==> config.mk <==
export PLATFORM = sky130hd
export DESIGN_NAME = rsf_regs_top
export DESIGN_NICKNAME = d
export VERILOG_FILES = /design/src/design/rsf_sync.v /design/src/design/rsf_ramp_tick.v /design/src/design/rsf_regs_top.v
export VERILOG_INCLUDE_DIRS = /design/src /design/src/inc
export SDC_FILE = /design/constraint.sdc
export NUM_CORES = 1
export LEC_CHECK = 0
export BUFFER_PORTS_ARGS = -buffer_cell sky130_fd_sc_hd__clkbuf_2
export CORE_ASPECT_RATIO = 0.8
export CORE_MARGIN = 2
export CORE_UTILIZATION = 30
export CTS_CLUSTER_DIAMETER = 200
export DETAILED_ROUTE_END_ITERATION = 6
export SYNTH_ARGS = -nofsm -noshare
export SYNTH_HDL_FRONTEND = slang
export SYNTH_SLANG_ARGS = --single-unit
==> constraint.sdc <==
create_clock -name CORE_CLK_IN -period 4.55 [get_ports CORE_CLK_IN]
set_input_delay 0 -clock CORE_CLK_IN [delete_from_list [all_inputs] [get_ports CORE_CLK_IN]]
set_output_delay 0 -clock CORE_CLK_IN [all_outputs]
set_load 0.05 [all_outputs]
==> src/inc/rsf_defs.vh <==
`ifndef RSF_DEFS_VH
`define RSF_DEFS_VH

// =====================================================
// Register offsets
`define RSF_OFS_SPREAD_MODE 8'h6b
`define RSF_OFS_SPREAD_RANGE 8'h6c
`define RSF_OFS_RAMP_FREQ 8'h6d
`define RSF_OFS_TRI_STEP 8'h6e
`define RSF_OFS_AMP_BOUND 8'h6f
`define RSF_OFS_CHANNEL_FAULT_STATUS 8'h70
`define RSF_OFS_GLOB_FAULT_A 8'h71
`define RSF_OFS_GLOB_FAULT_B 8'h72

// =====================================================
// Reset values
`define RSF_RST_SPREAD_MODE 8'h00
`define RSF_RST_SPREAD_RANGE 8'h00
`define RSF_RST_RAMP_FREQ 8'h50
`define RSF_RST_TRI_STEP 8'h11
`define RSF_RST_AMP_BOUND 8'h24

// =====================================================
// Field positions
`define RSF_MODE_PREDIV_BIT 5
`define RSF_MODE_MANUAL_BIT 4
`define RSF_RANDOM_MSB 6
`define RSF_RANDOM_LSB 4
`define RSF_TRIANGLE_MSB 3
`define RSF_TRIANGLE_LSB 0
`define RSF_FALL_MSB 7
`define RSF_FALL_LSB 4
`define RSF_RISE_MSB 3
`define RSF_RISE_LSB 0
`define RSF_AMP_MSB 6
`define RSF_AMP_LSB 5
`define RSF_LIMIT_MSB 4
`define RSF_LIMIT_LSB 0
`define RSF_LEFT_DC_BIT 3
`define RSF_RIGHT_DC_BIT 2
`define RSF_LEFT_OC_BIT 1
`define RSF_RIGHT_OC_BIT 0
`define RSF_OTP_CRC_BIT 7
`define RSF_BQ_WR_BIT 6
`define RSF_CLK_FAULT_BIT 2
`define RSF_PS_OV_BIT 1
`define RSF_PS_UV_BIT 0

// =====================================================
// Widths and counts
`define RSF_FAULT_COUNT 9
`define RSF_LFSR_SEED 8'h5a
`define RSF_RAMP_BASE_HZ 61440000

`endif

==> src/design/rsf_sync.v <==
`timescale 1ns/1ps
`default_nettype none

module rsf_sync #(
    parameter WIDTH = 1
) (
    input wire clk_in,
    input wire rst_in,
    input wire [WIDTH-1:0] async_in,
    output wire [WIDTH-1:0] sync_out
);

    // =====================================================
    // Two-stage synchroniser per bit
    genvar i;
    generate
        for (i = 0; i < WIDTH; i = i + 1) begin : g_bit
            reg meta_r;
            reg stable_r;
            always @(posedge clk_in or posedge rst_in) begin
                if (rst_in) begin
                    meta_r <= 1'b0;
                    stable_r <= 1'b0;
                end else begin
                    meta_r <= async_in[i];
                    stable_r <= meta_r;
                end
            end
            assign sync_out[i] = stable_r;
        end
    endgenerate

endmodule

`default_nettype wire

==> src/design/rsf_ramp_tick.v <==
`timescale 1ns/1ps
`default_nettype none

module rsf_ramp_tick (
    input wire clk_in,
    input wire rst_in,
    input wire run_in,
    input wire half_rate_in,
    input wire [7:0] divisor_in,
    output reg tick_out
);

    // =====================================================
    // Prescaler: halves the source rate when requested
    reg pre_r;
    reg [7:0] cnt_r;
    reg [7:0] cnt_nxt;
    wire src_en;
    wire [7:0] last;

    assign src_en = half_rate_in ? pre_r : 1'b1;
    // Divisor zero treated as one, avoids a dead counter
    assign last = (divisor_in == 8'h00) ? 8'h00 : divisor_in - 8'h01;

    always @* begin
        cnt_nxt = cnt_r;
        if (src_en) begin
            if (cnt_r >= last)
                cnt_nxt = 8'h00;
            else
                cnt_nxt = cnt_r + 8'h01;
        end
    end

    always @(posedge clk_in or posedge rst_in) begin
        if (rst_in) begin
            pre_r <= 1'b0;
            cnt_r <= 8'h00;
            tick_out <= 1'b0;
        end else if (!run_in) begin
            pre_r <= 1'b0;
            cnt_r <= 8'h00;
            tick_out <= 1'b0;
        end else begin
            pre_r <= ~pre_r;
            cnt_r <= cnt_nxt;
            tick_out <= src_en && (cnt_r >= last);
        end
    end

endmodule

`default_nettype wire

==> src/design/rsf_regs_top.v <==
// Summary of operation
// - Random spread range field, bits 6-4
// - Triangle frequency/range field, bits 3-0
// - Manual ramp frequency divisor N, reset 0x50
// - Manual triangle fall step, bits 7-4
// - Manual triangle rise step, bits 3-0
// - Manual ramp amplitude, bits 6-5
// - Manual triangle period limit, bits 4-0
// - Left DC fault flag at bit 3
// - Right DC fault flag at bit 2
// - Left over-current flag at bit 1
// - Right over-current bit 0, upper reserved zero
// - Fuse CRC error flag at bit 7
// - Biquad write error flag at bit 6
// - Manual mode bit gates manual fields
// - Manual mode half-rate PLL source select
`timescale 1ns/1ps
`default_nettype none
`include "rsf_defs.vh"

module rsf_regs_top (
    input wire CORE_CLK_IN,
    input wire RST_IN,
    input wire [7:0] REG_ADDR_IN,
    input wire [7:0] REG_WDATA_IN,
    input wire REG_WR_IN,
    input wire REG_RD_IN,
    output reg [7:0] REG_RDATA_OUT,
    output reg REG_RVALID_OUT,
    input wire LEFT_DC_FAULT_IN,
    input wire RIGHT_DC_FAULT_IN,
    input wire LEFT_OVERCURRENT_FAULT_IN,
    input wire RIGHT_OVERCURRENT_FAULT_IN,
    input wire FUSE_CRC_ERROR_IN,
    input wire BIQUAD_WRITE_ERROR_IN,
    input wire CLOCK_FAULT_IN,
    input wire POWER_STAGE_OVERVOLTAGE_IN,
    input wire POWER_STAGE_UNDERVOLTAGE_IN,
    output reg MANUAL_MODE_OUT,
    output reg HALF_RATE_SRC_OUT,
    output reg [2:0] RANDOM_SPREAD_RANGE_OUT,
    output reg [3:0] TRIANGLE_SPREAD_CTRL_OUT,
    output reg [2:0] RANDOM_DITHER_OUT,
    output reg [7:0] MANUAL_RAMP_DIVISOR_OUT,
    output reg [1:0] MANUAL_RAMP_AMPLITUDE_OUT,
    output reg [4:0] TRIANGLE_LEVEL_OUT,
    output reg TRIANGLE_FALLING_OUT,
    output reg RAMP_TICK_OUT
);

    // =====================================================
    // State codes for the triangle walker
    localparam ST_IDLE = 2'b00;
    localparam ST_RISE = 2'b01;
    localparam ST_FALL = 2'b10;

    // =====================================================
    // Register storage
    // Reserved bits are plain storage so they read back as written
    reg [7:0] spread_mode_r;
    reg [7:0] spread_range_ctrl_r;
    reg [7:0] manual_ramp_freq_r;
    reg [7:0] triangle_step_ctrl_r;
    reg [7:0] ramp_amp_boundary_r;
    reg [1:0] tri_state_r;
    reg [1:0] tri_state_nxt;
    reg [4:0] tri_level_r;
    reg [4:0] tri_level_nxt;
    reg [7:0] lfsr_r;
    reg [7:0] rdata_nxt;

    wire [`RSF_FAULT_COUNT-1:0] fault_raw;
    wire [`RSF_FAULT_COUNT-1:0] fault_sync;
    wire [7:0] channel_fault_status;
    wire [7:0] global_fault_status_a;
    wire [7:0] global_fault_status_b;
    wire manual_mode;
    wire half_rate_sel;
    wire [2:0] random_spread_range;
    wire [3:0] triangle_spread_ctrl;
    wire [7:0] manual_ramp_divisor;
    wire [3:0] triangle_fall_step;
    wire [3:0] triangle_rise_step;
    wire [1:0] manual_ramp_amplitude;
    wire [4:0] triangle_period_limit;
    wire [5:0] rise_sum;
    wire ramp_tick;
    wire wr_mode;
    wire wr_range;
    wire wr_freq;
    wire wr_step;
    wire wr_bound;

    // =====================================================
    // Fault inputs come from analog monitors, so resync first
    assign fault_raw = {FUSE_CRC_ERROR_IN, BIQUAD_WRITE_ERROR_IN, CLOCK_FAULT_IN,
                        POWER_STAGE_OVERVOLTAGE_IN, POWER_STAGE_UNDERVOLTAGE_IN,
                        LEFT_DC_FAULT_IN, RIGHT_DC_FAULT_IN,
                        LEFT_OVERCURRENT_FAULT_IN, RIGHT_OVERCURRENT_FAULT_IN};

    rsf_sync #(
        .WIDTH(`RSF_FAULT_COUNT)
    ) u_fault_sync (
        .clk_in(CORE_CLK_IN),
        .rst_in(RST_IN),
        .async_in(fault_raw),
        .sync_out(fault_sync)
    );

    // =====================================================
    // Fault status views, reserved bits held at zero
    assign channel_fault_status = {4'h0, fault_sync[3], fault_sync[2],
                                   fault_sync[1], fault_sync[0]};
    assign global_fault_status_a = {fault_sync[8], fault_sync[7], 3'b000,
                                    fault_sync[6], fault_sync[5], fault_sync[4]};
    // Over-temperature reporting lives elsewhere; reads zero here
    assign global_fault_status_b = 8'h00;

    // =====================================================
    // Write decode
    // Fault offsets have no strobe here, so writes to them fall away
    assign wr_mode = REG_WR_IN && (REG_ADDR_IN == `RSF_OFS_SPREAD_MODE);
    assign wr_range = REG_WR_IN && (REG_ADDR_IN == `RSF_OFS_SPREAD_RANGE);
    assign wr_freq = REG_WR_IN && (REG_ADDR_IN == `RSF_OFS_RAMP_FREQ);
    assign wr_step = REG_WR_IN && (REG_ADDR_IN == `RSF_OFS_TRI_STEP);
    assign wr_bound = REG_WR_IN && (REG_ADDR_IN == `RSF_OFS_AMP_BOUND);

    always @(posedge CORE_CLK_IN or posedge RST_IN) begin
        if (RST_IN) begin
            spread_mode_r <= `RSF_RST_SPREAD_MODE;
        end else if (wr_mode) begin
            spread_mode_r <= REG_WDATA_IN;
        end
    end

    always @(posedge CORE_CLK_IN or posedge RST_IN) begin
        if (RST_IN) begin
            spread_range_ctrl_r <= `RSF_RST_SPREAD_RANGE;
        end else if (wr_range) begin
            spread_range_ctrl_r <= REG_WDATA_IN;
        end
    end

    always @(posedge CORE_CLK_IN or posedge RST_IN) begin
        if (RST_IN) begin
            manual_ramp_freq_r <= `RSF_RST_RAMP_FREQ;
        end else if (wr_freq) begin
            manual_ramp_freq_r <= REG_WDATA_IN;
        end
    end

    always @(posedge CORE_CLK_IN or posedge RST_IN) begin
        if (RST_IN) begin
            triangle_step_ctrl_r <= `RSF_RST_TRI_STEP;
        end else if (wr_step) begin
            triangle_step_ctrl_r <= REG_WDATA_IN;
        end
    end

    always @(posedge CORE_CLK_IN or posedge RST_IN) begin
        if (RST_IN) begin
            ramp_amp_boundary_r <= `RSF_RST_AMP_BOUND;
        end else if (wr_bound) begin
            ramp_amp_boundary_r <= REG_WDATA_IN;
        end
    end

    // =====================================================
    // Field extraction
    assign manual_mode = spread_mode_r[`RSF_MODE_MANUAL_BIT];
    assign half_rate_sel = spread_mode_r[`RSF_MODE_PREDIV_BIT];
    assign random_spread_range = spread_range_ctrl_r[`RSF_RANDOM_MSB:`RSF_RANDOM_LSB];
    assign triangle_spread_ctrl = spread_range_ctrl_r[`RSF_TRIANGLE_MSB:`RSF_TRIANGLE_LSB];
    assign manual_ramp_divisor = manual_ramp_freq_r;
    assign triangle_fall_step = triangle_step_ctrl_r[`RSF_FALL_MSB:`RSF_FALL_LSB];
    assign triangle_rise_step = triangle_step_ctrl_r[`RSF_RISE_MSB:`RSF_RISE_LSB];
    assign manual_ramp_amplitude = ramp_amp_boundary_r[`RSF_AMP_MSB:`RSF_AMP_LSB];
    assign triangle_period_limit = ramp_amp_boundary_r[`RSF_LIMIT_MSB:`RSF_LIMIT_LSB];

    // =====================================================
    // Read path: one cycle latency, no side effects on any read
    // A read and a write to one offset in one cycle return the old value
    always @* begin
        case (REG_ADDR_IN)
            `RSF_OFS_SPREAD_MODE: begin
                rdata_nxt = spread_mode_r;
            end
            `RSF_OFS_SPREAD_RANGE: begin
                rdata_nxt = spread_range_ctrl_r;
            end
            `RSF_OFS_RAMP_FREQ: begin
                rdata_nxt = manual_ramp_freq_r;
            end
            `RSF_OFS_TRI_STEP: begin
                rdata_nxt = triangle_step_ctrl_r;
            end
            `RSF_OFS_AMP_BOUND: begin
                rdata_nxt = ramp_amp_boundary_r;
            end
            `RSF_OFS_CHANNEL_FAULT_STATUS: begin
                rdata_nxt = channel_fault_status;
            end
            `RSF_OFS_GLOB_FAULT_A: begin
                rdata_nxt = global_fault_status_a;
            end
            `RSF_OFS_GLOB_FAULT_B: begin
                rdata_nxt = global_fault_status_b;
            end
            default: begin
                rdata_nxt = 8'h00;
            end
        endcase
    end

    always @(posedge CORE_CLK_IN or posedge RST_IN) begin
        if (RST_IN) begin
            REG_RDATA_OUT <= 8'h00;
            REG_RVALID_OUT <= 1'b0;
        end else begin
            REG_RVALID_OUT <= REG_RD_IN;
            if (REG_RD_IN) begin
                REG_RDATA_OUT <= rdata_nxt;
            end
        end
    end

    // =====================================================
    // Ramp tick, only runs in manual mode
    // Lowering the divisor below the running count wraps at the next step
    rsf_ramp_tick u_ramp_tick (
        .clk_in(CORE_CLK_IN),
        .rst_in(RST_IN),
        .run_in(manual_mode),
        .half_rate_in(half_rate_sel),
        .divisor_in(manual_ramp_divisor),
        .tick_out(ramp_tick)
    );

    // =====================================================
    // Triangle walker: climbs by rise step to the limit, falls by fall step to zero
    // A zero limit parks the level at zero while the phases still alternate
    assign rise_sum = {1'b0, tri_level_r} + {2'b00, triangle_rise_step};

    always @* begin
        tri_state_nxt = tri_state_r;
        tri_level_nxt = tri_level_r;
        case (tri_state_r)
            ST_IDLE: begin
                tri_level_nxt = 5'h00;
                if (manual_mode) begin
                    tri_state_nxt = ST_RISE;
                end
            end
            ST_RISE: begin
                if (!manual_mode) begin
                    tri_state_nxt = ST_IDLE;
                    tri_level_nxt = 5'h00;
                end else if (ramp_tick) begin
                    // Clamp so a large step never overshoots the limit
                    if (rise_sum >= {1'b0, triangle_period_limit}) begin
                        tri_level_nxt = triangle_period_limit;
                        tri_state_nxt = ST_FALL;
                    end else begin
                        tri_level_nxt = rise_sum[4:0];
                    end
                end
            end
            ST_FALL: begin
                if (!manual_mode) begin
                    tri_state_nxt = ST_IDLE;
                    tri_level_nxt = 5'h00;
                end else if (ramp_tick) begin
                    if (tri_level_r <= {1'b0, triangle_fall_step}) begin
                        tri_level_nxt = 5'h00;
                        tri_state_nxt = ST_RISE;
                    end else begin
                        tri_level_nxt = tri_level_r - {1'b0, triangle_fall_step};
                    end
                end
            end
            default: begin
                tri_state_nxt = ST_IDLE;
                tri_level_nxt = 5'h00;
            end
        endcase
    end

    always @(posedge CORE_CLK_IN or posedge RST_IN) begin
        if (RST_IN) begin
            tri_state_r <= ST_IDLE;
            tri_level_r <= 5'h00;
        end else begin
            tri_state_r <= tri_state_nxt;
            tri_level_r <= tri_level_nxt;
        end
    end

    // =====================================================
    // Random dither source, limited to the programmed range width
    // Steps once per tick only, so the dither holds for a whole ramp period
    always @(posedge CORE_CLK_IN or posedge RST_IN) begin
        if (RST_IN) begin
            lfsr_r <= `RSF_LFSR_SEED;
        end else if (ramp_tick) begin
            lfsr_r <= {lfsr_r[6:0], lfsr_r[7] ^ lfsr_r[5] ^ lfsr_r[4] ^ lfsr_r[3]};
        end
    end

    // =====================================================
    // Registered outputs; manual fields only reach out in manual mode
    // The extra flop costs a cycle of lag but keeps the pins glitch free
    always @(posedge CORE_CLK_IN or posedge RST_IN) begin
        if (RST_IN) begin
            MANUAL_MODE_OUT <= 1'b0;
            HALF_RATE_SRC_OUT <= 1'b0;
            RANDOM_SPREAD_RANGE_OUT <= 3'h0;
            TRIANGLE_SPREAD_CTRL_OUT <= 4'h0;
            RANDOM_DITHER_OUT <= 3'h0;
            MANUAL_RAMP_DIVISOR_OUT <= 8'h00;
            MANUAL_RAMP_AMPLITUDE_OUT <= 2'h0;
            TRIANGLE_LEVEL_OUT <= 5'h00;
            TRIANGLE_FALLING_OUT <= 1'b0;
            RAMP_TICK_OUT <= 1'b0;
        end else begin
            MANUAL_MODE_OUT <= manual_mode;
            HALF_RATE_SRC_OUT <= manual_mode && half_rate_sel;
            RANDOM_SPREAD_RANGE_OUT <= random_spread_range;
            TRIANGLE_SPREAD_CTRL_OUT <= triangle_spread_ctrl;
            RANDOM_DITHER_OUT <= lfsr_r[2:0] & random_spread_range;
            MANUAL_RAMP_DIVISOR_OUT <= manual_mode ? manual_ramp_divisor : 8'h00;
            MANUAL_RAMP_AMPLITUDE_OUT <= manual_mode ? manual_ramp_amplitude : 2'h0;
            TRIANGLE_LEVEL_OUT <= tri_level_r;
            TRIANGLE_FALLING_OUT <= (tri_state_r == ST_FALL);
            RAMP_TICK_OUT <= ramp_tick;
        end
    end

endmodule

`default_nettype wire

Word-level counts from Yosys, hierarchy flattened
Index checks and enable logic that the tools add are counted.
{ "classes": {"addsub": 4, "n_lt_le_gt_ge": 3, "n_eq_ne": 15, "n_mux": 25, "bitwise_logic": 5, "n_reduce_logical": 11} }
{ "ops": {"columns": ["cell", "count"], "rows": [
  ["8-bit by 7-bit equality test with 1-bit output (second input constant)", 7],
  ["8-bit one-hot mux with 7 select lines", 1],
  ["8-bit two-way mux", 5],
  ["5-bit two-way mux", 6],
  ["2-bit two-way mux", 8],
  ["5-bit one-hot mux with 2 select lines", 1],
  ["8-bit by 1-bit adder with 8-bit output (second input constant)", 1],
  ["8-bit greater-or-equal comparator", 1],
  ["8-bit zero test", 1],
  ["8-bit by 1-bit subtractor with 8-bit output (second input constant)", 1],
  ["1-bit logical AND", 7],
  ["5-bit by 4-bit adder with 6-bit output", 1],
  ["6-bit by 5-bit greater-or-equal comparator with 1-bit output", 1],
  ["3-bit by 2-bit inequality test with 1-bit output (second input constant)", 2],
  ["3-bit inequality test (second input constant)", 2],
  ["2-bit one-hot mux with 3 select lines", 1],
  ["5-bit by 4-bit less-or-equal comparator with 1-bit output", 1],
  ["5-bit AND reduction", 1],
  ["5-bit by 4-bit subtractor with 5-bit output", 1],
  ["3-bit AND", 1],
  ["1-bit two-way mux", 3],
  ["1-bit bitwise XOR", 3],
  ["2-bit by 1-bit equality test with 1-bit output (second input constant)", 1],
  ["2-bit equality test (second input constant)", 1],
  ["5 further kinds", 5]
]} }
{ "word_totals": {"register_bits": 121, "input_bits": 29, "output_inout_bits": 38, "wordCells": 104} }

Longest topological paths before layout
Gate-level depths: netlist of the first run.
{ "depth": {"depth_word": 6, "depth_mapped": 14, "mapped_depth_nobuf": 13} }

Hierarchy
From an unflattened synthesis of the first run, not the netlist that was laid out.
{ "unflattened": {"hier_cells": 460, "hier_area_um2": 5753.0} }
{ "by_module_without_submodules": {"columns": ["mod", "instances", "cells_each", "area_each_um2"], "rows": [
  ["rsf_regs_top", 1, 333, 4405.5],
  ["rsf_ramp_tick", 1, 99, 825.8],
  ["rsf_sync", 1, 28, 521.8]
]} }

Worst setup path after synthesis of the first run
Ideal clock, no wire load.
{ "synth_timing": {"path_type": "reg-to-reg", "start": "register manual_ramp_freq_r[0], in the netlist manual_ramp_divisor[0]", "end": "register u_ramp_tick.cnt_r[6]", "setup_time_ns": 0.078, "arrival_time_ns": 2.916, "t_required_ns": 4.472, "slack_ns": 1.557, "path_stages_with_launch": 14, "n_path_buf": 1, "synth_period_minus_slack_ns": 2.993, "path_cell_list": "dfrtp_1 -> inv_1 -> ha_1 -> nor2b_1 -> nand3b_1 -> or3_1 -> nand2_1 -> ha_1 -> a41o_1 -> a221oi_2 -> o21ai_2 -> buf_6 -> or4b_1 -> a21boi_1"} }
{ "synth_between": {"elab_chain_len": 6, "elab_cells_between_ends": 7, "classes_between": "1 x add/sub; 1 x order compare; 4 x mux; 1 x reduce/logical"} }
{ "synth_rtl": {"columns": ["item", "line", "text"], "rows": [
  ["from (decl)", "rsf_regs_top.v:62", "reg [7:0] manual_ramp_freq_r;"],
  ["from (signal assigned)", "rsf_regs_top.v:146", "manual_ramp_freq_r <= `RSF_RST_RAMP_FREQ;"],
  ["8-bit by 1-bit subtractor with 8-bit output / 8-bit zero test (equally long branches)", "rsf_ramp_tick.v:23", "assign last = (divisor_in == 8'h00) ? 8'h00 : divisor_in - 8'h01;"],
  ["8-bit two-way mux (*)", "rsf_ramp_tick.v:23", null],
  ["8-bit greater-or-equal comparator (*)", "rsf_ramp_tick.v:28", "if (cnt_r >= last)"],
  ["8-bit two-way mux (*)", "rsf_ramp_tick.v:28", null],
  ["8-bit two-way mux (*)", "rsf_ramp_tick.v:27", "if (src_en) begin"],
  ["8-bit two-way mux (*)", "rsf_ramp_tick.v:40", "end else if (!run_in) begin"],
  ["to (signal assigned)", "rsf_ramp_tick.v:46", "cnt_r <= cnt_nxt;"],
  ["to (decl)", "rsf_ramp_tick.v:16", "reg [7:0] cnt_r;"]
]} }
Every way passes the cells marked *; elsewhere a longest branch is shown, timed or not. The select of a mux whose other input is x is not followed.
A chain may end at the register's enable or synchronous reset.

Final worst setup path of the first run
{ "layout_timing": {"start": "register manual_ramp_freq_r[0], in the netlist manual_ramp_divisor[0]", "end": "register u_ramp_tick.cnt_r[7]"} }
Same word-level chain as after synthesis.

==> impl_metrics.json, run 1 <==
{
  "core_area_mm2": 0.0188,
  "ys_async_sr_fraction_pct": 100,
  "yosysSeqAreaShare_pct": 53.4,
  "globalRouteOverflowTotal": 0,
  "start_util_pct": 30.3,
  "port_buffers": 66,
  "hold_viol_final": 0,
  "synth.ff_latch_count": 121,
  "yosys-top-cells-area": "dfrtp_1 (49%), mux2_2 (8.3%), ha_1 (5.9%), dfstp_2 (4.6%), mux4_2 (2.4%)",
  "status": "finished, final reports clean",
  "remaining_drc_errors": 0,
  "grt_pass1_wl_mm": 22.1,
  "worst-setup-path-type": "reg2reg",
  "routedWlPerCell_um": 16.5,
  "die-height_um": 127,
  "final.period_utilization_pct": 72.7,
  "grt_pass1_vias": 4021,
  "cts_resized": 0,
  "synth_cell_types": 63,
  "synth_ff_type": "dfrtp_1",
  "tns_ns": 0,
  "final_max_slew_viol_count": 0,
  "clockBufferDepth": 2,
  "finClkSkew_ns": 0.00937,
  "yosys-top-cells-count": "dfrtp_1 (111), mux2_2 (42), ha_1 (27), nand2_1 (26)",
  "cts_tree": "built",
  "synth_edf_count": 0,
  "ios": 67,
  "synth_area_mm2": 0.00569,
  "area_growth_syn_to_layout_pct": 25.4,
  "diodes": 0,
  "wirelength_met1_mm": 6.68,
  "peakVddDrop_mv": 0.220,
  "yosysMostFrequentCell": "dfrtp_1",
  "route.met3.wl_um": 740,
  "avgSynthCellArea_um2": 12.0,
  "dieArea_mm2": 0.0201,
  "viasPerCell": 4.85,
  "rows": 45,
  "clk_pin_slew_ns": 0.06,
  "synth_cells": 474,
  "p_leak_nw": 3.39,
  "critPathMaxFanout": 11,
  "drive_above_1_share_pct": 29.5,
  "ant_nets": 0,
  "cts_root_buf": "clkbuf_16",
  "tightest_slew_ns": 0.951,
  "power_frac_clock_pct": 51.7,
  "h-tree-depth": 4,
  "clk_latency_ns": 0.41,
  "min_period_ns": 3.31,
  "met2WireLength_mm": 6.24,
  "slew_headroom_pct": 36.3,
  "clock-sinks": 121,
  "firstDrtPassIters": 5,
  "max-cap-violations": 0,
  "seq_area_mm2": 0.00304,
  "hold_class": "in2reg",
  "drtIter0Drc": 323,
  "intPower_mw": 2.24,
  "dp_hpwl_mm": 9.63,
  "start_kind": "flip-flop",
  "fin_cells": 834,
  "synth.largest_area_cell": "dfrtp_1",
  "arrival_ns": 3.63,
  "gp_congestion": 0.804,
  "largest_registers": "u_fault_sync.g_bit.meta_r: 9 flops, u_fault_sync.g_bit.stable_r: 9 flops",
  "final_nets": 621,
  "antenna_found_initial": 0,
  "yosysWarnings": 0,
  "sw_frac_of_total_pct": 23.1,
  "worstPathRequired_ns": 4.87,
  "rsz0062_at_grt": "no",
  "routed_wl_mm": 13.7,
  "dp.cells": 783,
  "fillers": 1846,
  "place_area_mm2": 0.00628,
  "max_freq_mhz": 302,
  "top_layer": "met4",
  "p_comb_share_pct": 8.5,
  "power_density_mw_per_mm2": 407,
  "grt_usage_pct": 14.3,
  "finish.instance_area_mm2": 0.00713,
  "multi_input_area_mm2": 0.00247,
  "endpoint_kind": "flip-flop",
  "vias": 4047,
  "die_w_um": 158,
  "hold_buffers": 19,
  "p_seq_share_pct": 39.8,
  "synth_top_area_share_pct": 48.8,
  "setup_viol": 0,
  "postSynthNetCount": 532,
  "cts_setup_buffers": 0,
  "grt_start_max_net_pins": 78,
  "p_sw_uw": 671,
  "numCtsBuffers": 17
}
## cells by family (layout without fill, tap and decap cells)
kind of cell,count (synthesis),count (layout),share of synthesized area (%)
AOI/OAI and AO/OA,89,89,10.5
xor gates and xnor gates,10,10,1.54
adders and majority gates,29,29,6.64
buffers and inverters,42,144,3.06
DFF,121,121,53.4
muxes,56,56,12.1
and+or+nand+nor,127,127,12.7
## metal layers
layer | GRT usage [%] | vias up
met5 | 0 | -
met4 | 3.60 | 0
met3 | 4.31 | 12
met2 | 21.2 | 106
met1 | 20.6 | 2044
li1 | - | 1885
## power by group through the flow
stage	Combinational [mW]	Sequential, mW	Clock [mW]
3_5_place_dp	0.234	1.17	0
2_1_floorplan	0.155	1.18	0
3_3_place_gp	0.225	1.17	0
6_report	0.247	1.16	1.50
4_1_cts	0.248	1.16	1.52
5_1_grt	0.273	1.16	1.58
## worst paths after layout
path / from / to / slack [ns] / depth (start not counted)
setup / recovery: manual_ramp_divisor[0] / u_ramp_tick.cnt_r[7] / 1.24 / 12
hold / removal: REG_ADDR_IN[4] / REG_RDATA_OUT[5] / 0.1 / 4
setup reg to reg: manual_ramp_divisor[0] / u_ramp_tick.cnt_r[7] / 1.24 / 12
hold reg to reg: u_fault_sync.g_bit[3].meta_r / u_fault_sync.g_bit[3].stable_r / 0.34 / 0
max in group asynchronous: RST_IN / manual_ramp_divisor[4] / 3.06 / 4
min in group asynchronous: RST_IN / u_fault_sync.g_bit[7].meta_r / 0.36 / 3
## critical path: stages (launching register included)
cell and delay (ns):
dfrtp_1 0.41, inv_1 0.10, ha_1 0.16, nor2b_1 0.23, nand3b_1 0.14, or3_1 0.42
nand2_1 0.09, ha_1 0.25, a41o_1 0.26, a221oi_2 0.29, o21ai_2 0.17, or4_1 0.49
a21boi_0 0.20
## through the flow
stage	total power [mW]	worst slack (ns)	utilization [%]	hold slack [ns]
finish	2.91	1.24	37.9	0.0967
global route	3.01	1.02	37.9	0.104
CTS	2.93	1.24	37.9	0.0891
detailed placement	1.41	1.27	33.4	0.110
global placement	1.40	1.43	33.4	0.108
floorplan	1.33	1.35	-	0.0314
## area by class of cell
cell class | instances | share of cell area, %
Clock buffer | 21 | 6.60
Clock inverter | 11 | 2.70
Tap cell | 258 | 4.53
Multi-Input combinational cell | 311 | 34.7
Inverter | 25 | 1.35
Timing Repair Buffer | 87 | 7.51
Sequential cell | 121 | 42.6
## placed cells by master (no fill, tap or decap), types with 3 or more instances in the layout
master         netlist  final
mux2_2              42     42
clkbuf_8             0      3
nor2_1              15     15
a22oi_1              7      7
nand4_1              5      5
xnor2_1              6      6
nor3_1               6      6
nand3_1             18     18
mux4_2               6      6
dfstp_2             10     10
nand2_1             26     26
a21oi_1             14     14
a31oi_1              6      6
ha_1                27     27
clkbuf_2             0     66
dlygate4sd3_1        0     19
bufinv_16            0      5
o21ai_0             25     25
nand2b_1             5      5
o22ai_1              5      5
clkbuf_16            0     17
mux2i_1              8      8
inv_1               25     24
xor2_1               4      4
nand3b_1             3      3
a21o_1               4      4
nor2b_1             12     12
dfrtp_1            111    111
and2_1              20     20
Power figures use the tool's default switching activity.
==> inputs of run 2 (changes only) <==
==> constraint.sdc (replaced) <==
create_clock -name CORE_CLK_IN -period 3.3 [get_ports CORE_CLK_IN]
set_input_delay 0 -clock CORE_CLK_IN [delete_from_list [all_inputs] [get_ports CORE_CLK_IN]]
set_output_delay 0 -clock CORE_CLK_IN [all_outputs]
set_load 0.05 [all_outputs]
==> run 2 against run 1 <==
Net effect:
- sequential power is 38% higher
- non-clock buffer count is 4 higher
- critical path depth unchanged
- total power increased by 32%
- register-to-register slack got worse by 1.1 ns
- largest power group unchanged
- clock skew shrank 0.0013 ns
- maximum frequency increased by 5.4%
- flip-flop and latch count unchanged
- clock-buffer cell count fell by 1
- setup slack lost 1.1 ns
- wire length shrank 0.28%
- clock power is 26% higher
==> impl_metrics.json, run 2 (same netlist as run 1, synthesis figures left out) <==
{
  "grt.met2_usage_pct": 21.7,
  "numCtsBuffers": 17,
  "multi_input_area_mm2": 0.00251,
  "seq_area_mm2": 0.00304,
  "setup_viol": 0,
  "crit_buf_inv": 1,
  "intPower_mw": 2.87,
  "worst-setup-path-type": "reg2reg",
  "final.period_utilization_pct": 95.1,
  "dpl_worst_slack_ns": -0.0349,
  "clock-sinks": 121,
  "dp.cells": 785,
  "largest_registers": "u_fault_sync.g_bit.meta_r: 9 flops, u_fault_sync.g_bit.stable_r: 9 flops",
  "grt_pass1_vias": 4098,
  "ios": 67,
  "drive_above_1_share_pct": 30.5,
  "start_kind": "flip-flop",
  "setup_slack_ns": 0.161,
  "grt_pass1_wl_mm": 22.2,
  "finish.instance_area_mm2": 0.00715,
  "grt_usage_pct": 14.4,
  "rows": 45,
  "drtIter0Drc": 346,
  "routedWlPerCell_um": 16.4,
  "top_usage_layer": "met2",
  "worst_hold_slack_ns": 0.189,
  "min_from": "REG_ADDR_IN[4]",
  "critPathMaxFanout": 6,
  "hold_viol_final": 0,
  "remaining_drc_errors": 0,
  "min_period_ns": 3.14,
  "core_area_mm2": 0.0188,
  "dieArea_mm2": 0.0201,
  "p_comb_share_pct": 9.0,
  "clk_pin_slew_ns": 0.06,
  "die_w_um": 158,
  "worstPathRequired_ns": 3.63,
  "power_density_mw_per_mm2": 536,
  "fin_cells": 838,
  "hold_class": "in2reg",
  "slew_headroom_pct": 35.8,
  "sw_frac_of_total_pct": 25.1,
  "power_frac_clock_pct": 49.3,
  "endpoint_kind": "flip-flop",
  "crit_path_frequent_cell": "ha_1",
  "antenna_found_initial": 0,
  "start_util_pct": 30.3,
  "area_growth_syn_to_layout_pct": 25.7,
  "clk_latency_ns": 0.41,
  "viasPerCell": 4.81,
  "cts_tree": "built",
  "timing.rr.start": "manual_ramp_divisor[0]",
  "port_buffers": 66,
  "peakVddDrop_mv": 0.337,
  "p_sw_uw": 963,
  "diodes": 0,
  "use_met3_pct": 3.36,
  "final_max_slew_viol_count": 0,
  "slowest_delay_ns": 0.49,
  "status": "finished, final reports clean",
  "tightest_slew_ns": 0.963,
  "firstDrtPassIters": 4,
  "die-height_um": 127,
  "crit_family": "simple AND/OR/NAND/NOR gates",
  "grt_start_max_net_pins": 63,
  "globalRouteOverflowTotal": 0,
  "finClkSkew_ns": 0.00809,
  "dp_hpwl_mm": 9.52,
  "cts_root_buf": "clkbuf_16",
  "slowest_stage": "or4_1",
  "h-tree-depth": 4,
  "max_freq_mhz": 319,
  "p_leak_nw": 3.39,
  "clockBufferDepth": 2,
  "cp_cell_sequence": "inv_1 > ha_1 > nor2b_4 > nand3b_1 > or3_4 > nand2_1 > ha_1 > a41o_1 > a221oi_4 > o21ai_4 > or4_1 > a21boi_1",
  "gp_congestion": 0.864,
  "grtUsageMet1_pct": 21.1,
  "max-cap-violations": 0,
  "fillers": 1840,
  "vias": 4029,
  "arrival_ns": 3.47,
  "place_area_mm2": 0.00631,
  "layout_commonest_cell": "dfrtp_1",
  "ant_nets": 0,
  "p_seq_share_pct": 41.7,
  "final_nets": 625,
  "routed_wl_mm": 13.7,
  "cp-startpoint": "manual_ramp_divisor[0]",
  "final_cell_mix": "dfrtp_1 (111), clkbuf_2 (66), mux2_2 (42)"
}
## run 2: metal layers
layer / up-vias / wire length [um]
li1: 1898 / -
met2: 90 / 6410
met3: 10 / 649
met4: 0 / 97
met5: - / 0
met1: 2031 / 6550
## run 2: power by group through the flow
stage          combinational [mW]  clock, mW  sequential [mW]
2_1_floorplan               0.213          0             1.63
3_3_place_gp                0.307          0             1.62
3_5_place_dp                0.318          0             1.62
4_1_cts                     0.339       1.91             1.60
5_1_grt                     0.386       1.99             1.61
6_report                    0.346       1.89             1.60
## run 2: path summary, 6_finish.rpt
| path | cells after the start | slack (ns) | to |
|---|---|---|---|
| worst max register to register | 12 | 0.16 | u_ramp_tick.cnt_r[7] |
| min in group asynchronous | 3 | 0.27 | MANUAL_RAMP_DIVISOR_OUT[7] |
| worst min register to register | 0 | 0.35 | u_fault_sync.g_bit[0].stable_r |
| max in group asynchronous | 4 | 2.20 | lfsr_r[1] |
| worst min-delay path | 5 | 0.19 | REG_RDATA_OUT[4] |
| worst max-delay path | 12 | 0.16 | u_ramp_tick.cnt_r[7] |
## run 2: through the flow
| stage | TNS, ns | util (%) | power [mW] |
|---|---|---|---|
| floorplan | 0 | - | 1.84 |
| global placement | 0 | 33.5 | 1.93 |
| detailed placement | -0.0349 | 33.5 | 1.94 |
| CTS | 0 | 37.8 | 3.85 |
| global route | -0.0213 | 38.0 | 3.98 |
| finish | 0 | 38.0 | 3.83 |
## run 2: timing repair
item / 4_1_cts / 5_1_grt
buffers inserted: 0 / 2
endpoints found under the hold margin: 109 / 0
endpoints found under the setup margin: 1 / 2
pin swaps: 0 / 1
hold buffers: 19 / 0
gates cloned: 0 / 0
gates resized for setup: 1 / 5
## run 2: tightest hold or removal path, delay by kind of cell
family | cells | cell delay, ns
buf+inv | 2 | 0.26
simple gates | 1 | 0.04
compound gates | 2 | 0.25
## run 2: area by class of cell
cell class                 count  area share (%)
timing repair buffer          91            8.09
sequential                   121            42.5
inverter                      25            1.35
tap                          258            4.52
clock buffer                  20            6.53
multi-input combinational    311            35.1
clock inverter                12            1.94
==> inputs of run 3 (changes only) <==
==> constraint.sdc (replaced) <==
create_clock -name CORE_CLK_IN -period 3.3 [get_ports CORE_CLK_IN]
set_input_delay 0.165 -clock CORE_CLK_IN [delete_from_list [all_inputs] [get_ports CORE_CLK_IN]]
set_output_delay 0.165 -clock CORE_CLK_IN [all_outputs]
set_load 0.05 [all_outputs]
==> run 3 against run 2 <==
Net effect:
- core utilization decreased by 0.48 points
- first-iteration DRC count up 22%
- sequential power about the same
- critical path depth is the same
- hold slack got worse by 0.17 ns
- clock-buffer cell count grew 4
- register-to-register slack improved by 0.04 ns
- setup slack better by 0.036 ns
- total power decreased by 0.40%
- sequential share of layout area is 0.54 points higher
- die area is the same
- via count increased by 0.77%
- critical endpoint unchanged
- largest cell class unchanged
==> impl_metrics.json, run 3 (same netlist as run 1, synthesis figures left out) <==
{
  "status": "finished, final reports clean",
  "layout_commonest_cell": "dfrtp_1",
  "max_freq_mhz": 322,
  "grt_pass1_vias": 4064,
  "dp.cells": 787,
  "tightest_slew_ns": 0.848,
  "setup_viol": 0,
  "slowest_stage": "or4_1",
  "crit_path_frequent_cell": "ha_1",
  "ant_nets": 0,
  "die-height_um": 127,
  "arrival_ns": 3.45,
  "hold_class": "in2reg",
  "clock-sinks": 121,
  "remaining_drc_errors": 0,
  "final_cell_mix": "dfrtp_1 (111), clkbuf_2 (66), mux2_2 (42)",
  "slew_headroom_pct": 43.3,
  "critPathMaxFanout": 8,
  "globalRouteOverflowTotal": 0,
  "firstDrtPassIters": 4,
  "setup_slack_ns": 0.196,
  "vias": 4060,
  "area_growth_syn_to_layout_pct": 24.1,
  "top_layer": "met4",
  "p_sw_uw": 908,
  "peakVddDrop_mv": 0.315,
  "grt_start_max_net_pins": 91,
  "port_buffers": 66,
  "fillers": 1866,
  "finClkSkew_ns": 0.00884,
  "worstPathRequired_ns": 3.64,
  "worst-setup-path-type": "reg2reg",
  "start_kind": "flip-flop",
  "wirelength_met1_mm": 6.25,
  "routedWlPerCell_um": 16.5,
  "p_seq_share_pct": 41.8,
  "clockBufferDepth": 2,
  "cp_cell_sequence": "inv_2 > ha_1 > nor2b_4 > nand3b_1 > or3_4 > nand2_1 > ha_1 > a41o_1 > a221oi_2 > o21ai_4 > or4_1 > a21boi_1",
  "power_density_mw_per_mm2": 541,
  "gp_congestion": 0.875,
  "cts_tree": "built",
  "intPower_mw": 2.91,
  "clk_latency_ns": 0.42,
  "slowest_delay_ns": 0.48,
  "route.met3.wl_um": 853,
  "dieArea_mm2": 0.0201,
  "routed_wl_mm": 13.7,
  "p_leak_nw": 3.36,
  "cts_root_buf": "clkbuf_16",
  "min_period_ns": 3.10,
  "drtIter0Drc": 422,
  "start_util_pct": 30.3,
  "diodes": 0,
  "endpoint_kind": "flip-flop",
  "rsz0062_at_grt": "no",
  "max-cap-violations": 0,
  "ios": 67,
  "final_nets": 619,
  "power_frac_clock_pct": 49.0,
  "rows": 45,
  "p_comb_share_pct": 9.2,
  "grt_pass1_wl_mm": 22.4,
  "tns_ns": 0,
  "largest_registers": "u_fault_sync.g_bit.meta_r: 9 flops, u_fault_sync.g_bit.stable_r: 9 flops",
  "final.period_utilization_pct": 94.1,
  "viasPerCell": 4.88,
  "final_max_slew_viol_count": 0,
  "fin_cells": 832,
  "numCtsBuffers": 17,
  "sw_frac_of_total_pct": 23.8,
  "die_w_um": 158,
  "dpl_worst_slack_ns": 0.0311,
  "core_area_mm2": 0.0188,
  "antenna_found_initial": 0,
  "clk_pin_slew_ns": 0.05,
  "h-tree-depth": 4,
  "drive_above_1_share_pct": 30.7,
  "hold_viol_final": 0,
  "grt_usage_pct": 14.7,
  "met2WireLength_mm": 6.52,
  "dp_hpwl_mm": 9.84
}
-- run 3: layout make-up --
class                      instances  area (um^2)  share of cell area [%]
clock inverter                     8          121                    1.72
tap                              258          323                    4.57
multi-input combinational        311         2490                    35.3
clock buffer                      24          472                    6.68
timing repair buffer              85          510                    7.23
inverter                          25         97.6                    1.38
sequential                       121         3040                    43.1
-- run 3: repair_timing --
| item | in CTS | in global routing |
|---|---|---|
| gates resized for setup | 1 | 5 |
| hold endpoints to repair | 38 | 0 |
| hold buffers | 10 | 0 |
| buffers inserted | 0 | 3 |
| setup endpoints to repair | 1 | 2 |
| pin swaps | 0 | 1 |
-- run 3: final timing paths --
check | from | end | slack [ns] | cells past startpoint
worst max-delay path | manual_ramp_divisor[0] | u_ramp_tick.cnt_r[7] | 0.20 | 12
worst min-delay path | REG_WDATA_IN[2] | ramp_amp_boundary_r[2] | 0.02 | 3
worst max register to register | manual_ramp_divisor[0] | u_ramp_tick.cnt_r[7] | 0.20 | 12
worst min register to register | u_fault_sync.g_bit[2].meta_r | u_fault_sync.g_bit[2].stable_r | 0.35 | 0
max in group asynchronous | RST_IN | ramp_amp_boundary_r[2] | 1.99 | 4
min in group asynchronous | RST_IN | MANUAL_RAMP_DIVISOR_OUT[4] | 0.40 | 3
-- run 3: metrics by stage --
| step | power [mW] | util (%) | hold slack, ns | instance area (um^2) |
|---|---|---|---|---|
| CTS | 3.84 | 37.3 | 0.0127 | 7020 |
| global placement | 1.93 | 33.6 | 0.273 | 6320 |
| floorplan | 1.84 | - | 0.196 | 5690 |
| detailed placement | 1.94 | 33.6 | 0.275 | 6320 |
| global route | 3.98 | 37.5 | 0.0336 | 7060 |
| finish | 3.82 | 37.5 | 0.0194 | 7060 |
-- run 3: worst max-delay path: cells and delay by family, from the launching register on --
kind                       cells  cell delay, ns
DFF                            1            0.42
and+or+nand+nor                5            1.24
adders and majority gates      2            0.42
buffers and inverters          1            0.09
AOI/OAI and AO/OA              4            0.87
-- run 3: power groups by stage --
stage	combinational, mW	clock, mW	sequential, mW
final	0.352	1.87	1.60
after floorplan	0.213	0	1.63
after global placement	0.313	0	1.62
after detailed placement	0.325	0	1.62
after global routing	0.390	1.99	1.60
after CTS	0.338	1.91	1.59
-- run 3: metal layers --
layer	track usage, %	vias up
met5	0	-
met4	3.60	0
met3	4.95	17
met2	21.9	136
met1	20.6	2025
li1	-	1882
